`src/rtl/arp_params.svh`:
```
// Purpose: offsets, field positions, reset values and timing counts of the result port
// Assumes: included by bare name after the package
// Notes:   times are in ns, cycle counts derive from the 5 ns mclk period
`ifndef ARP_PARAMS_SVH
`define ARP_PARAMS_SVH

`define ARP_OFS_CTRL        12'h000
`define ARP_OFS_STAT        12'h004
`define ARP_OFS_RESULT      12'h008

`define ARP_CTRL_PORT_BIT   0
`define ARP_CTRL_SWAP_BIT   1
`define ARP_CTRL_CODING_BIT 2
`define ARP_CTRL_RESET      3'h0

`define ARP_STAT_MODE_LSB   0
`define ARP_STAT_DIV_LSB    2
`define ARP_STAT_SRC_BIT    4
`define ARP_STAT_POL_BIT    5
`define ARP_STAT_RDT_BIT    6
`define ARP_STAT_BUSY_BIT   7

`define ARP_RESP_OKAY       2'h0
`define ARP_RESP_SLVERR     2'h2

`define ARP_DIV_PIN_LSB     2
`define ARP_SRC_PIN         4
`define ARP_POL_PIN         5
`define ARP_RDT_PIN         7
`define ARP_SERIAL_RESULT_OUT_LANE      8

`define ARP_SER_BITS        16
`define ARP_MCLK_NS         5
`define ARP_SCLK_NS_00      25
`define ARP_SCLK_NS_01      50
`define ARP_SCLK_NS_10      100
`define ARP_SCLK_NS_11      200
`define ARP_LEAD_NS         20
`define ARP_CYC(ns)         (((ns) + `ARP_MCLK_NS - 1) / `ARP_MCLK_NS)

`endif

```
`src/rtl/arp_pkg.sv`:
```
// Purpose: types shared by the result port files
// Assumes: nothing
// Notes:   constants live in arp_params.svh
package arp_pkg;

    typedef enum logic [1:0] {
        ARP_MODE_PAR     = 2'b00,
        ARP_MODE_MST_RDC = 2'b01,
        ARP_MODE_MST_RDD = 2'b10,
        ARP_MODE_SLV     = 2'b11
    } arp_mode_type;

    typedef enum logic [1:0] {
        ARP_SER_IDLE = 2'b00,
        ARP_SER_LEAD = 2'b01,
        ARP_SER_HIGH = 2'b10,
        ARP_SER_LOW  = 2'b11
    } arp_ser_state_type;

    typedef struct packed {
        logic output_coding_select;
        logic byte_order_select;
        logic port_type_select;
    } arp_ctrl_type;

    typedef struct packed {
        logic       read_timing_select;
        logic       frame_strobe_polarity_select;
        logic       clock_source_select;
        logic [1:0] serial_clock_divider_select;
    } arp_scfg_type;

    typedef struct packed {
        logic [15:0] d_out;
        logic [15:0] d_oe;
        logic        sclk_o;
        logic        sclk_oe;
        logic        strobe_o;
        logic        strobe_oe;
    } arp_pins_type;

    typedef struct packed {
        arp_ser_state_type st;
        logic [15:0]       sh;
        logic [7:0]        cnt;
        logic [4:0]        left;
        logic              sclk;
        logic              bit_out;
        logic              frame;
        logic              sclk_q;
    } arp_ser_st_type;

endpackage : arp_pkg

```
`src/rtl/arp_fmt.sv`:
```
// Purpose: output coding and byte lane order of one result word
// Assumes: width is even
// Notes:   purely combinational
`timescale 1ns/10ps
`default_nettype none
module arp_fmt
    import arp_pkg::*;
#(
    parameter int W = 16
) (
    input  wire logic [W-1:0] raw,
    input  wire logic         output_coding_select,
    input  wire logic         byte_order_select,
    output logic      [W-1:0] coded,
    output logic      [W-1:0] lanes
);
    always_comb begin
        // low select flips the msb to give two's complement
        coded = {raw[W-1] ^ ~output_coding_select, raw[W-2:0]}; // RL2
        if (byte_order_select) begin
            lanes = {coded[W/2-1:0], coded[W-1:W/2]}; // RL1
        end else begin
            lanes = coded; // RL1
        end
    end
endmodule : arp_fmt
`default_nettype wire

```
`src/rtl/arp_ser.sv`:
```
// Purpose: serial result shifter, master clock generator or slave clock follower
// Assumes: sclk_in and cs_n are synchronous to mclk
// Notes:   msb first; slave advances on rising sclk only while cs_n is low
`timescale 1ns/10ps
`default_nettype none
`include "arp_params.svh"
module arp_ser
    import arp_pkg::*;
#(
    parameter int BITS = `ARP_SER_BITS
) (
    input  wire logic            mclk,
    input  wire logic            rst_n,
    input  wire logic            master,
    input  wire logic [1:0]      div_code,
    input  wire logic            start,
    input  wire logic [BITS-1:0] data,
    input  wire logic            cs_n,
    input  wire logic            sclk_in,
    output logic                 sclk,
    output logic                 bit_out,
    output logic                 frame,
    output logic                 busy
);
    arp_ser_st_type st_r;
    arp_ser_st_type st_nxt;
    logic [7:0]     per;
    logic [7:0]     hi;
    logic [7:0]     lo;

    always_comb begin
        case (div_code)
            2'b00:   per = 8'(`ARP_CYC(`ARP_SCLK_NS_00)); // RL12
            2'b01:   per = 8'(`ARP_CYC(`ARP_SCLK_NS_01)); // RL12
            2'b10:   per = 8'(`ARP_CYC(`ARP_SCLK_NS_10)); // RL12
            default: per = 8'(`ARP_CYC(`ARP_SCLK_NS_11)); // RL12
        endcase
        hi = 8'((per + 8'h01) >> 1);
        lo = 8'(per >> 1);
        st_nxt = st_r;
        st_nxt.sclk_q = sclk_in;
        case (st_r.st)
            ARP_SER_IDLE: begin
                if (start && st_r.left == 5'h00) begin
                    st_nxt.sh = data;
                    st_nxt.bit_out = data[BITS-1];
                    st_nxt.left = 5'(BITS);
                    if (master) begin // RL8
                        st_nxt.frame = 1'b1;
                        st_nxt.cnt = 8'(`ARP_CYC(`ARP_LEAD_NS) - 1);
                        st_nxt.st = ARP_SER_LEAD;
                    end
                end else if (!master && st_r.left != 5'h00 && !cs_n
                             && sclk_in && !st_r.sclk_q) begin // RL9 RL10
                    st_nxt.sh = st_r.sh << 1;
                    st_nxt.bit_out = st_r.sh[BITS-2];
                    st_nxt.left = st_r.left - 5'h01;
                end
            end
            ARP_SER_LEAD: begin
                if (st_r.cnt == 8'h00) begin
                    st_nxt.st = ARP_SER_HIGH;
                    st_nxt.sclk = 1'b1;
                    st_nxt.cnt = hi - 8'h01;
                end else begin
                    st_nxt.cnt = st_r.cnt - 8'h01;
                end
            end
            ARP_SER_HIGH: begin
                if (st_r.cnt == 8'h00) begin
                    st_nxt.st = ARP_SER_LOW;
                    st_nxt.sclk = 1'b0;
                    st_nxt.cnt = lo - 8'h01;
                end else begin
                    st_nxt.cnt = st_r.cnt - 8'h01;
                end
            end
            ARP_SER_LOW: begin
                if (st_r.cnt != 8'h00) begin
                    st_nxt.cnt = st_r.cnt - 8'h01;
                end else if (st_r.left == 5'h01) begin
                    st_nxt.st = ARP_SER_IDLE;
                    st_nxt.frame = 1'b0;
                    st_nxt.left = 5'h00;
                end else begin
                    st_nxt.sh = st_r.sh << 1;
                    st_nxt.bit_out = st_r.sh[BITS-2];
                    st_nxt.left = st_r.left - 5'h01;
                    st_nxt.st = ARP_SER_HIGH;
                    st_nxt.sclk = 1'b1;
                    st_nxt.cnt = hi - 8'h01;
                end
            end
            default: st_nxt = '0;
        endcase
    end

    always_ff @(posedge mclk) begin
        if (!rst_n) begin
            st_r <= '0;
        end else begin
            st_r <= st_nxt;
        end
    end

    assign sclk    = st_r.sclk;
    assign bit_out = st_r.bit_out;
    assign frame   = st_r.frame;
    assign busy    = (st_r.left != 5'h00);
endmodule : arp_ser
`default_nettype wire

```
`src/rtl/arp_top.sv`:
```
// Purpose: result port mode selection, pin sharing and AXI4-Lite registers
// Assumes: converter core pulses conv_start and conv_done; pins synchronous to mclk
// Notes:   serial selects are taken from the shared data pins while serial is on
//
// Notes on behaviour
// RL1: byte order low puts low byte on D[7:0]; high swaps the lanes.
// RL2: coding high gives straight binary; low inverts msb for two's complement.
// RL3: port type low runs the parallel port; high switches to serial pins.
// RL4: D[0] and D[1] float in serial mode; carry result bits only in parallel.
// RL5: in parallel mode D[2] to D[5] drive result bits, never act as inputs.
// RL6: divider pins are inputs only in master read-after-conversion mode.
// RL7: divider pins float in every other serial mode.
// RL8: clock source low in serial mode makes device master driving sclk.
// RL9: clock source high makes device slave; data follows the external sclk.
// RL10: slave honours sclk edges only while chip select is low.
// RL11: frame strobe active high when polarity low, active low when high.
// RL12: divider codes 00 to 11 set sclk period 25, 50, 100, 200 ns.
// RL13: read timing low shifts after conversion; high shifts previous result during.
// RL14: the host keeps all selects steady during a read sequence.
`timescale 1ns/10ps
`default_nettype none
`include "arp_params.svh"
module arp_top
    import arp_pkg::*;
#(
    parameter int ADDR_W = 12,
    parameter int BITS   = `ARP_SER_BITS
) (
    input  wire logic              mclk,
    input  wire logic              rst_n,
    input  wire logic [ADDR_W-1:0] s_axi_awaddr,
    input  wire logic              s_axi_awvalid,
    output logic                   s_axi_awready,
    input  wire logic [31:0]       s_axi_wdata,
    input  wire logic [3:0]        s_axi_wstrb,
    input  wire logic              s_axi_wvalid,
    output logic                   s_axi_wready,
    output logic [1:0]             s_axi_bresp,
    output logic                   s_axi_bvalid,
    input  wire logic              s_axi_bready,
    input  wire logic [ADDR_W-1:0] s_axi_araddr,
    input  wire logic              s_axi_arvalid,
    output logic                   s_axi_arready,
    output logic [31:0]            s_axi_rdata,
    output logic [1:0]             s_axi_rresp,
    output logic                   s_axi_rvalid,
    input  wire logic              s_axi_rready,
    input  wire logic              conv_start,
    input  wire logic              conv_done,
    input  wire logic [BITS-1:0]   conv_data,
    input  wire logic [15:0]       d_in,
    input  wire logic              cs_n,
    input  wire logic              sclk_i,
    output arp_pins_type           pins_o
);
    typedef struct packed {
        logic              awready;
        logic              wready;
        logic              aw_held;
        logic              w_held;
        logic [ADDR_W-1:0] awaddr;
        logic [31:0]       wdata;
        logic [3:0]        wstrb;
        logic              bvalid;
        logic [1:0]        bresp;
        logic              arready;
        logic              rvalid;
        logic [1:0]        rresp;
        logic [31:0]       rdata;
        arp_ctrl_type      ctrl;
        arp_scfg_type      scfg;
        arp_mode_type      mode;
        logic [BITS-1:0]   raw;
        logic              done_q;
        arp_pins_type      pins;
        logic [7:0]        chk_hi;
    } arp_top_st_type;

    arp_top_st_type  st_r;
    arp_top_st_type  st_nxt;
    logic [BITS-1:0] coded;
    logic [BITS-1:0] lanes;
    logic [1:0]      used_div;
    logic            ser_start;
    logic            ser_sclk;
    logic            ser_bit;
    logic            ser_frame;
    logic            ser_busy;
    logic [31:0]     stat_word;
    logic [7:0]      exp_hi;

    arp_fmt #(.W(BITS)) u_fmt (
        .raw                  (st_r.raw),
        .output_coding_select (st_r.ctrl.output_coding_select),
        .byte_order_select    (st_r.ctrl.byte_order_select),
        .coded                (coded),
        .lanes                (lanes)
    );

    arp_ser #(.BITS(BITS)) u_ser (
        .mclk     (mclk),
        .rst_n    (rst_n),
        .master   (st_r.mode != ARP_MODE_SLV),
        .div_code (used_div),
        .start    (ser_start),
        .data     (coded),
        .cs_n     (cs_n),
        .sclk_in  (sclk_i),
        .sclk     (ser_sclk),
        .bit_out  (ser_bit),
        .frame    (ser_frame),
        .busy     (ser_busy)
    );

    always_comb begin
        // the divider only slows the clock in master read-after-conversion
        used_div = (st_r.mode == ARP_MODE_MST_RDC)
                 ? st_r.scfg.serial_clock_divider_select : 2'b00; // RL6
        case (st_r.mode)
            ARP_MODE_MST_RDC: ser_start = st_r.done_q;  // RL13
            ARP_MODE_MST_RDD: ser_start = conv_start;   // RL13
            ARP_MODE_SLV:     ser_start = st_r.done_q;
            default:          ser_start = 1'b0;
        endcase
        stat_word = 32'h0000_0000;
        stat_word[`ARP_STAT_MODE_LSB +: 2] = st_r.mode;
        stat_word[`ARP_STAT_DIV_LSB +: 2]  = st_r.scfg.serial_clock_divider_select;
        stat_word[`ARP_STAT_SRC_BIT]       = st_r.scfg.clock_source_select;
        stat_word[`ARP_STAT_POL_BIT]       = st_r.scfg.frame_strobe_polarity_select;
        stat_word[`ARP_STAT_RDT_BIT]       = st_r.scfg.read_timing_select;
        stat_word[`ARP_STAT_BUSY_BIT]      = ser_busy;
    end

    always_comb begin
        st_nxt = st_r;
        // result capture
        st_nxt.done_q = conv_done;
        if (conv_done) begin
            st_nxt.raw = conv_data;
        end
        // write channel
        if (s_axi_awvalid && st_r.awready) begin
            st_nxt.awready = 1'b0;
            st_nxt.aw_held = 1'b1;
            st_nxt.awaddr = s_axi_awaddr;
        end
        if (s_axi_wvalid && st_r.wready) begin
            st_nxt.wready = 1'b0;
            st_nxt.w_held = 1'b1;
            st_nxt.wdata = s_axi_wdata;
            st_nxt.wstrb = s_axi_wstrb;
        end
        if (st_r.aw_held && st_r.w_held && !st_r.bvalid) begin
            st_nxt.aw_held = 1'b0;
            st_nxt.w_held = 1'b0;
            st_nxt.bvalid = 1'b1;
            st_nxt.bresp = `ARP_RESP_OKAY;
            if (st_r.awaddr == ADDR_W'(`ARP_OFS_CTRL)) begin
                if (st_r.wstrb[0]) begin
                    st_nxt.ctrl.port_type_select = st_r.wdata[`ARP_CTRL_PORT_BIT];
                    st_nxt.ctrl.byte_order_select = st_r.wdata[`ARP_CTRL_SWAP_BIT];
                    st_nxt.ctrl.output_coding_select = st_r.wdata[`ARP_CTRL_CODING_BIT];
                end
            end else if (st_r.awaddr != ADDR_W'(`ARP_OFS_STAT)
                         && st_r.awaddr != ADDR_W'(`ARP_OFS_RESULT)) begin
                st_nxt.bresp = `ARP_RESP_SLVERR;
            end
        end
        if (st_r.bvalid && s_axi_bready) begin
            st_nxt.bvalid = 1'b0;
            st_nxt.awready = 1'b1;
            st_nxt.wready = 1'b1;
        end
        // read channel
        if (s_axi_arvalid && st_r.arready) begin
            st_nxt.arready = 1'b0;
            st_nxt.rvalid = 1'b1;
            st_nxt.rresp = `ARP_RESP_OKAY;
            if (s_axi_araddr == ADDR_W'(`ARP_OFS_CTRL)) begin
                st_nxt.rdata = 32'h0000_0000;
                st_nxt.rdata[`ARP_CTRL_PORT_BIT] = st_r.ctrl.port_type_select;
                st_nxt.rdata[`ARP_CTRL_SWAP_BIT] = st_r.ctrl.byte_order_select;
                st_nxt.rdata[`ARP_CTRL_CODING_BIT] = st_r.ctrl.output_coding_select;
            end else if (s_axi_araddr == ADDR_W'(`ARP_OFS_STAT)) begin
                st_nxt.rdata = stat_word;
            end else if (s_axi_araddr == ADDR_W'(`ARP_OFS_RESULT)) begin
                st_nxt.rdata = {16'h0000, coded};
            end else begin
                st_nxt.rdata = 32'h0000_0000;
                st_nxt.rresp = `ARP_RESP_SLVERR;
            end
        end
        if (st_r.rvalid && s_axi_rready) begin
            st_nxt.rvalid = 1'b0;
            st_nxt.arready = 1'b1;
        end
        // shared pins act as serial selects only while serial is on
        if (st_r.ctrl.port_type_select) begin // RL3
            st_nxt.scfg.serial_clock_divider_select = d_in[`ARP_DIV_PIN_LSB +: 2]; // RL6
            st_nxt.scfg.clock_source_select = d_in[`ARP_SRC_PIN];
            st_nxt.scfg.frame_strobe_polarity_select = d_in[`ARP_POL_PIN];
            st_nxt.scfg.read_timing_select = d_in[`ARP_RDT_PIN];
        end
        if (!st_r.ctrl.port_type_select) begin
            st_nxt.mode = ARP_MODE_PAR; // RL3
        end else if (st_r.scfg.clock_source_select) begin
            st_nxt.mode = ARP_MODE_SLV; // RL9
        end else if (st_r.scfg.read_timing_select) begin
            st_nxt.mode = ARP_MODE_MST_RDD; // RL13
        end else begin
            st_nxt.mode = ARP_MODE_MST_RDC; // RL13
        end
        // pin drive
        if (!st_r.ctrl.port_type_select) begin
            st_nxt.pins.d_out = lanes; // RL1
            st_nxt.pins.d_oe = 16'hffff; // RL4 RL5
            st_nxt.pins.sclk_o = 1'b0;
            st_nxt.pins.sclk_oe = 1'b0;
            st_nxt.pins.strobe_o = 1'b0;
            st_nxt.pins.strobe_oe = 1'b0;
        end else begin
            st_nxt.pins.d_out = 16'h0000;
            st_nxt.pins.d_out[`ARP_SERIAL_RESULT_OUT_LANE] = ser_bit;
            // lanes 0..7 float or listen, divider pins included
            st_nxt.pins.d_oe = 16'h0000; // RL4 RL7
            st_nxt.pins.d_oe[`ARP_SERIAL_RESULT_OUT_LANE] = 1'b1;
            st_nxt.pins.sclk_oe = (st_r.mode != ARP_MODE_SLV); // RL8 RL9
            st_nxt.pins.sclk_o = (st_r.mode != ARP_MODE_SLV) && ser_sclk; // RL8
            st_nxt.pins.strobe_oe = 1'b1;
            st_nxt.pins.strobe_o = ser_frame ^ st_r.scfg.frame_strobe_polarity_select; // RL11
        end
        st_nxt.chk_hi = st_r.pins.sclk_o ? st_r.chk_hi + 8'h01 : 8'h00;
    end

    always_ff @(posedge mclk) begin
        if (!rst_n) begin
            st_r <= '0;
            st_r.awready <= 1'b1;
            st_r.wready <= 1'b1;
            st_r.arready <= 1'b1;
        end else begin
            st_r <= st_nxt;
        end
    end

    assign s_axi_awready = st_r.awready;
    assign s_axi_wready  = st_r.wready;
    assign s_axi_bresp   = st_r.bresp;
    assign s_axi_bvalid  = st_r.bvalid;
    assign s_axi_arready = st_r.arready;
    assign s_axi_rdata   = st_r.rdata;
    assign s_axi_rresp   = st_r.rresp;
    assign s_axi_rvalid  = st_r.rvalid;
    assign pins_o        = st_r.pins;

    // checks
    always_comb begin
        case (used_div)
            2'b00:   exp_hi = 8'((`ARP_CYC(`ARP_SCLK_NS_00) + 1) / 2);
            2'b01:   exp_hi = 8'((`ARP_CYC(`ARP_SCLK_NS_01) + 1) / 2);
            2'b10:   exp_hi = 8'((`ARP_CYC(`ARP_SCLK_NS_10) + 1) / 2);
            default: exp_hi = 8'((`ARP_CYC(`ARP_SCLK_NS_11) + 1) / 2);
        endcase
    end
endmodule : arp_top
`default_nettype wire

```
`config.mk`:
```
export PLATFORM = sky130hd
export DESIGN_NAME = arp_top
export DESIGN_NICKNAME = d
export VERILOG_FILES = /design/src/rtl/arp_pkg.sv /design/src/rtl/arp_fmt.sv /design/src/rtl/arp_ser.sv /design/src/rtl/arp_top.sv
export VERILOG_INCLUDE_DIRS = /design/src /design/src/rtl
export SDC_FILE = /design/constraint.sdc
export NUM_CORES = 1
export LEC_CHECK = 0
export BUFFER_PORTS_ARGS = -buffer_cell sky130_fd_sc_hd__buf_2
export CAP_MARGIN = 0
export CORE_MARGIN = 5
export CORE_UTILIZATION = 30
export DETAILED_ROUTE_END_ITERATION = 16
export HOLD_SLACK_MARGIN = 0.03
export PLACE_DENSITY = 0.57
export SYNTH_ARGS = -nofsm -noshare
export SYNTH_HDL_FRONTEND = slang
export SYNTH_SLANG_ARGS = --single-unit
export TNS_END_PERCENT = 20
```
`constraint.sdc`:
```
create_clock -name mclk -period 5.66 [get_ports mclk]
set_clock_uncertainty 0.05 [all_clocks]
set_input_delay 0.849 -clock mclk [delete_from_list [all_inputs] [get_ports mclk]]
set_output_delay 0.849 -clock mclk [all_outputs]
set_load 0.02 [all_outputs]
```
# Word-level counts from Yosys, hierarchy flattened
# Index checks and enable logic that the tools add are counted.
# word_totals
reg_bits	156
latchBits	0
mem_bits_rw	0
mem_bits_ro	0
inputBits	103
output_inout_bits	77
memories	0
# classes
n_addsub	5
n_mul	0
n_div	0
n_lt_le_gt_ge	0
eq_ne	23
shift	0
mux	47
bitwise	4
n_reduce_logical	41
# op_table
op	n
$mux 16	4
$mux 8	6
$pmux 8 s4	1
$mux 15	2
$pmux 15 s2	1
$mux 29	1
$mux 2	14
$logic_not 12->1	2
$mux 24	1
$mux 18	1
$pmux 6 s3	1
$sub 7x1->8 const B	2
$mux 5	3
$reduce_and 5->1	3
$logic_and 1x1->1	14
$eq 12x3->1 const B	1
$eq 12x4->1 const B	1
$ne 12x3->1 const B	1
$ne 12x4->1 const B	1
$eq 2x2->1 const B	5
$ne 2x1->1 const B	5
$pmux 5 s2	1
$reduce_or 2->1	5
$reduce_and 3->1	3
25 further kinds	41

# Logic depth before layout (Yosys ltp)
# Gate-level depths: netlist of run 1.
# depth
word_depth	9
depth_mapped	10
depth_no_buf	7

# Cells and area by module
# Synthesis of run 1 repeated with hierarchy kept, for this count alone.
# unflattened
cells_unflattened	674
hier_area_um2	6142.1
# by_module_without_submodules
mod	n_inst	cells_per_inst	area_each_um2	seq_area_each_um2
arp_top	1	407	3697.3	1801.7
arp_ser	1	233	2074.5	680.7
arp_fmt	1	34	370.4	0.0

# Worst setup path after synthesis of run 1
# Ideal clock, no wire load.
# synth_path
path_kind	input to register
startpoint	input s_axi_araddr[7]
endpoint	register st_r (netlist bit s_axi_rdata[15])
setup_time_ps	65
t_arrival_ps	2264
t_required_ps	5545
setup_slack_ps	3281
path_stages	6
path_buffers	1
cell_sequence	or4_1 > nor4_2 > and3_1 > buf_2 > a22oi_1 > nor2_1
# synth_between
elab_chain_len	4
# synth_lines
item	line	rtl
from (decl)	arp_top.sv:41	input wire logic [ADDR_W-1:0] s_axi_araddr,
$eq 12x4->1	arp_top.sv:186	end else if (s_axi_araddr == ADDR_W'(`ARP_OFS_RESULT)) begin
$mux 16	arp_top.sv:186	
$mux 16	arp_top.sv:184	end else if (s_axi_araddr == ADDR_W'(`ARP_OFS_STAT)) begin
$mux 16 (*)	arp_top.sv:179	if (s_axi_araddr == ADDR_W'(`ARP_OFS_CTRL)) begin
to (signal assigned)	arp_top.sv:242	st_r <= st_nxt;
to (decl)	arp_top.sv:79	arp_top_st_type st_r;
# Every way passes the cells marked *; elsewhere a longest branch is shown, timed or not.
# A chain may end at the register's enable or synchronous reset.

# Worst setup path in the final report of run 1
# layout_path
startpoint	register u_ser.st_r[9] in the netlist's numbering
endpoint	register u_ser.st_r[22] in the netlist's numbering
# layout_between
elab_chain_len	3
# layout_lines
item	line	rtl
from (decl)	arp_ser.sv:25	arp_ser_st_type st_r;
from (signal assigned)	arp_ser.sv:102	st_r <= st_nxt;
$reduce_bool 8->1	arp_ser.sv:79	if (st_r.cnt != 8'h00) begin
$ne 2x2->1 (no line)	-	
$reduce_and 4->1 (no line)	-	
# No other way between the ends.

==> flow_summary.json, run 1 <==
{
  "outcome": "finished, final reports clean",
  "whs_path_depth": 2,
  "critPathLaunchType": "flip-flop",
  "crit_path_cell_trace": "inv_1, ha_1, or4b_4, o21ai_2, nand4b_1, nor2_2, a211oi_1",
  "crit_type": "flip-flop to flip-flop",
  "drt_first_pass_iters": 4,
  "p_leak_uw": 0.00274,
  "worstHoldEndpoint": "s_axi_rdata[1]$_SDFFE_PN0P_",
  "synth-warning-count": 0,
  "rsz0062_at_grt": "false",
  "synth-main-ff-cell": "dfxtp_1",
  "worstPathBufferInverterCount": 1,
  "start_util": 0.305,
  "r2r_slack_ns": 2.90,
  "die_area_um2": 22700,
  "yosysTopAreaCellShare": 0.419,
  "r2r_cells": 7,
  "fmax_ghz": 0.362,
  "grt_pass1_vias": 4360,
  "syn_to_final_growth_pct": 14.5,
  "antenna_found_initial": 0,
  "core_um2": 19500,
  "synth.avg_cell_area_um2": 9.12,
  "grt_overflow": 0,
  "yosys-top-cells-area": "dfxtp_1, mux2i_1, buf_4",
  "clock_latency_ns": 0.41,
  "r2r_end": "u_ser.st_r[22]$_SDFFE_PN0P_",
  "antenna_left": 0,
  "postCtsResizedCells": 0,
  "place_inst": 946,
  "antenna_cells": 0,
  "numClockSinks": 124,
  "hold_ws_ns": 0.397,
  "synth_common_cells": "dfxtp_1, buf_4, nor2_1, mux2i_1, a21oi_1",
  "syn_inst": 650,
  "async_flop_share": 0,
  "drc_errors": 0,
  "ys_ff_latch": 124,
  "power_density_nw_per_um2": 365,
  "slew_headroom": 0.303,
  "cp.required_ns": 5.86,
  "row_count": 51,
  "critical-path-max-stage-delay_ns": 0.71,
  "hold_buffers": 0,
  "worstHoldStart": "s_axi_rdata[1]$_SDFFE_PN0P_",
  "setup_violations": 0,
  "final_cells": 978,
  "clock_path_buffers": 2,
  "postCtsSetupRepairBufs": 0,
  "syn_area_um2": 5930,
  "wl_per_cell_um": 14.3,
  "endpoint_kind": "flip-flop",
  "vias": 4471,
  "cts_buffers": 17,
  "synth_edf_count": 0,
  "finalCoreUtilization": 0.349,
  "track_usage": 0.125,
  "root_buffer": "clkbuf_16",
  "htree_levels": 4,
  "ir_worst_vdd_v": 0.000231,
  "hold_path_class": "flip-flop to flip-flop",
  "clkTransAtPathRegs_ns": 0.06,
  "fin_tns_setup_ns": 0,
  "die_h_um": 151,
  "min_period_ns": 2.76,
  "grt_pass1_wl_um": 22400,
  "seq_area_frac_synth": 0.419,
  "hold_viol": 0,
  "drv_cap": 0,
  "drt-initial-drc-count": 206,
  "rr_startpoint": "u_ser.st_r[9]$_SDFFE_PN0P_",
  "via_per_inst": 4.57,
  "nNetsFinal": 818,
  "cp_top_family": "simple AND/OR/NAND/NOR gates",
  "port_buffers": 118,
  "dieWidth_um": 151,
  "crit_fanout": 15,
  "critPathArrivalTime_ns": 2.96,
  "drive_gt1_frac": 0.244,
  "grt_max_degree": 45,
  "drv_slew": 0,
  "cts_tree": "yes",
  "ys_types": 59,
  "io_pins": 180,
  "slowest_stage": "nor2_2",
  "synth_top_area_cell": "dfxtp_1",
  "gp_congestion": 0.733,
  "tightest_slew_ns": 1.04,
  "final.period_utilization": 0.488,
  "synth_most_common_cell": "dfxtp_1",
  "dp_hpwl_um": 9930,
  "wirelength_um": 14000
}
[cells in the final DEF, fill, tap and decap left out, drive strengths merged, types with 7 or more instances in the layout]
cell,n
nand2,51
buf,122
mux2i,59
inv,25
o21ai,16
ha,15
a211oi,20
a22oi,9
conb,18
nor2,70
and2,8
clkbuf,18
nor3,7
dfxtp,124
nand3,9
o211ai,8
a21oi,56
[registers in the layout, indices dropped and copies added, names as in the netlist]
name	flops
u_ser.bit_out	1
s_axi_awready	1
s_axi_rresp	1
s_axi_rdata	16
s_axi_rvalid	1
u_ser.sclk	1
u_ser.st_r	31
s_axi_bvalid	1
s_axi_wready	1
u_ser.frame	1
st_r	45
s_axi_bresp	1
s_axi_arready	1
pins_o	22
[how the worst max path moves through the flow]
| stage | end | depth (start not counted) | slack (ns) | startpoint |
|---|---|---|---|---|
| after global routing | u_ser.st_r[6]$_SDFFE_PN0P_ | 7 | 2.70 | u_ser.st_r[9]$_SDFFE_PN0P_ |
| after detailed placement | s_axi_rdata[14]$_SDFFE_PN0P_ | 6 | 2.87 | s_axi_araddr[7] |
| after floorplan | s_axi_rdata[15]$_SDFFE_PN0P_ | 6 | 3.28 | s_axi_araddr[7] |
| after global placement | s_axi_rdata[14]$_SDFFE_PN0P_ | 6 | 2.88 | s_axi_araddr[7] |
| after CTS | u_ser.st_r[22]$_SDFFE_PN0P_ | 7 | 2.91 | u_ser.st_r[9]$_SDFFE_PN0P_ |
| final | u_ser.st_r[22]$_SDFFE_PN0P_ | 7 | 2.90 | u_ser.st_r[9]$_SDFFE_PN0P_ |
[worst reg2reg max path, stage by stage (launching register included)]
cell	delay, ns
dfxtp_1	0.35
inv_1	0.07
ha_1	0.22
or4b_4	0.54
o21ai_2	0.17
nand4b_1	0.31
nor2_2	0.71
a211oi_1	0.17
[through the flow]
step / area [µm²] / total power (µW) / setup slack (ns)
after floorplan: 5990 / 1430 / 3.28
after global placement: 6240 / 1490 / 2.88
after detailed placement: 6240 / 1500 / 2.87
after CTS: 6790 / 2510 / 2.91
after global routing: 6790 / 2610 / 2.70
final: 6790 / 2480 / 2.90
[report_power, final]
| part | switching [µW] | internal, µW | total [µW] |
|---|---|---|---|
| Clock | 415 | 578 | 993 |
| Sequential | 50.3 | 943 | 993 |
| Combinational | 298 | 191 | 489 |
| Total | 763 | 1710 | 2480 |
[final cells by class]
class | instances | area [µm²]
clock buffers | 18 | 439
flip-flops and latches | 124 | 2480
inverters | 20 | 75.1
multi-input cells | 415 | 2730
repair buffers | 122 | 621
fillers | 2021 | 12700
clock inverters | 14 | 110
well taps | 265 | 332
[cells by family (layout without fill, tap and decap cells)]
logic type,after synthesis,count (layout),share of synthesized area
compound gates,139,139,0.164
other cells,1,18,0.000632
xor+xnor,3,3,0.00443
fa+ha+maj,15,15,0.0317
buf+inv,128,174,0.134
simple gates,180,180,0.145
flops,124,124,0.419
mux,60,60,0.101
[metal layers]
layer  wire (µm)  GRT usage  vias up
met5           0          0        -
li1            -          -     2283
met3         844     0.0325        8
met4         141     0.0462        0
met2        6300      0.198      115
met1        6670      0.164     2065
Note: power is estimated with default switching activity, not from simulation.
==> run 2: changes to the inputs <==
==> constraint.sdc (replaced) <==
create_clock -name mclk -period 2.79 [get_ports mclk]
set_clock_uncertainty 0.05 [all_clocks]
set_input_delay 0.4185 -clock mclk [delete_from_list [all_inputs] [get_ports mclk]]
set_output_delay 0.4185 -clock mclk [all_outputs]
set_load 0.02 [all_outputs]
==> run 2 against run 1 <==
Clock-buffer cell count decreased by 1; critical endpoint is now u_ser.frame$_SDFFE_PN0P_; hold slack got worse by 0.24 ns; setup slack got worse by 2.5 ns; wire length increased by 0.16%; die area unchanged; sequential share of layout area decreased by 0.62 points.
==> flow_summary.json, run 2 (synthesis gave the netlist of run 1 again) <==
{
  "wl_per_cell_um": 14.2,
  "clock_path_buffers": 2,
  "gp_congestion": 0.767,
  "fill_cells": 1993,
  "clock_latency_ns": 0.42,
  "track_usage": 0.124,
  "crit_path_cell_trace": "inv_1, ha_1, or4b_4, or2_1, a221oi_4, a21oi_1, a211oi_2",
  "outcome": "finished, final reports clean",
  "dieWidth_um": 151,
  "syn_to_final_growth_pct": 16.5,
  "root_buffer": "clkbuf_16",
  "slowest_stage": "or4b_4",
  "dp_hpwl_um": 10100,
  "hold_viol": 0,
  "regMostFlops": "st_r",
  "nNetsFinal": 826,
  "largest_reg_flops": 45,
  "tightest_slew_ns": 0.636,
  "grt_pass1_vias": 4314,
  "cp_top_family": "simple AND/OR/NAND/NOR gates",
  "die_h_um": 151,
  "drt_first_pass_iters": 4,
  "antenna_left": 0,
  "grt_overflow": 0,
  "vias": 4498,
  "wirelength_um": 14000,
  "crit_fanout": 10,
  "layout_commonest_cell": "dfxtp_1",
  "critPathArrivalTime_ns": 2.66,
  "port_buffers": 118,
  "min_period_ns": 2.37,
  "fin_area_um2": 6910,
  "slew_headroom": 0.570,
  "cts_tree": "yes",
  "placed_area_um2": 6320,
  "numClockSinks": 124,
  "antenna_found_initial": 0,
  "setup_violations": 0,
  "antenna_cells": 0,
  "hold_buffers": 0,
  "seqCellArea_um2": 2480,
  "drv_cap": 0,
  "critical-path-max-stage-delay_ns": 0.54,
  "io_pins": 180,
  "p_leak_uw": 0.00281,
  "rsz0062_at_grt": "false",
  "fin_ws_ns": 0.415,
  "cts_buffers": 17,
  "fin_tns_setup_ns": 0,
  "power_density_nw_per_um2": 757,
  "postCtsSetupRepairBufs": 0,
  "core_um2": 19500,
  "hold_path_class": "primary input to flip-flop",
  "die_area_um2": 22700,
  "r2r_slack_ns": 0.42,
  "endpoint_kind": "flip-flop",
  "multi_input_area_um2": 2730,
  "hold_ws_ns": 0.156,
  "crit_type": "flip-flop to flip-flop",
  "postCtsResizedCells": 0,
  "dp_slack_ns": 0.467,
  "grt_pass1_wl_um": 21900,
  "drc_errors": 0,
  "drv_slew": 0,
  "fmax_ghz": 0.421,
  "cp.required_ns": 3.08,
  "final_cell_mix": "dfxtp_1, buf_2, nor2_1",
  "finalCoreUtilization": 0.355,
  "drive_gt1_frac": 0.252,
  "clkTransAtPathRegs_ns": 0.06,
  "row_count": 51,
  "start_util": 0.305,
  "critPathLaunchType": "flip-flop",
  "worstPathBufferInverterCount": 1,
  "htree_levels": 4,
  "drt-initial-drc-count": 200,
  "final.period_utilization": 0.851,
  "via_per_inst": 4.56,
  "ir_worst_vdd_v": 0.000491,
  "grt_max_degree": 45
}
## run 2: cell types whose count changed in the layout (fill, tap and decap cells not counted), sizes merged
cell	before	now
inv	25	27
clkbuf	18	17
clkinvlp	3	0
clkinv	6	7
buf	122	130
bufinv	0	1
## run 2: worst paths after layout
kind                          startpoint                          end  cells after the start
max           u_ser.st_r[9]$_SDFFE_PN0P_     u_ser.frame$_SDFFE_PN0P_                      7
min                        s_axi_awvalid   s_axi_awready$_SDFFE_PP1P_                      2
max reg2reg   u_ser.st_r[9]$_SDFFE_PN0P_     u_ser.frame$_SDFFE_PN0P_                      7
min reg2reg  s_axi_rdata[1]$_SDFFE_PN0P_  s_axi_rdata[1]$_SDFFE_PN0P_                      2
## run 2: routing by layer
metal / vias up / wire (µm) / GRT usage / share of wire
met4: 0 / 170 / 0.0399 / 0.012
met1: 2058 / 6610 / 0.161 / 0.47
met5: - / 0 / 0 / 0
li1: 2307 / - / - / -
met2: 122 / 6320 / 0.196 / 0.45
met3: 11 / 875 / 0.0412 / 0.063
## run 2: where the power goes
part / total (µW) / switching (µW) / internal [µW] / leakage [µW]
combinational: 1080 / 620 / 457 / 0.00151
clock: 2130 / 879 / 1260 / 0.000288
sequential: 2020 / 104 / 1910 / 0.00101
## run 2: final cells by class
| cell class | instances | area share |
|---|---|---|
| flip-flops and latches | 124 | 0.359 |
| repair buffers | 130 | 0.102 |
| clock inverters | 15 | 0.0225 |
| multi-input cells | 415 | 0.395 |
| inverters | 20 | 0.0109 |
| clock buffers | 17 | 0.0616 |
| well taps | 265 | 0.0480 |
## run 2: through the flow
stage / power, µW / cells
after floorplan: 2910 / 667
after global placement: 3120 / 954
after global routing: 5510 / 986
after detailed placement: 3130 / 954
after CTS: 5290 / 986
final: 5230 / 986
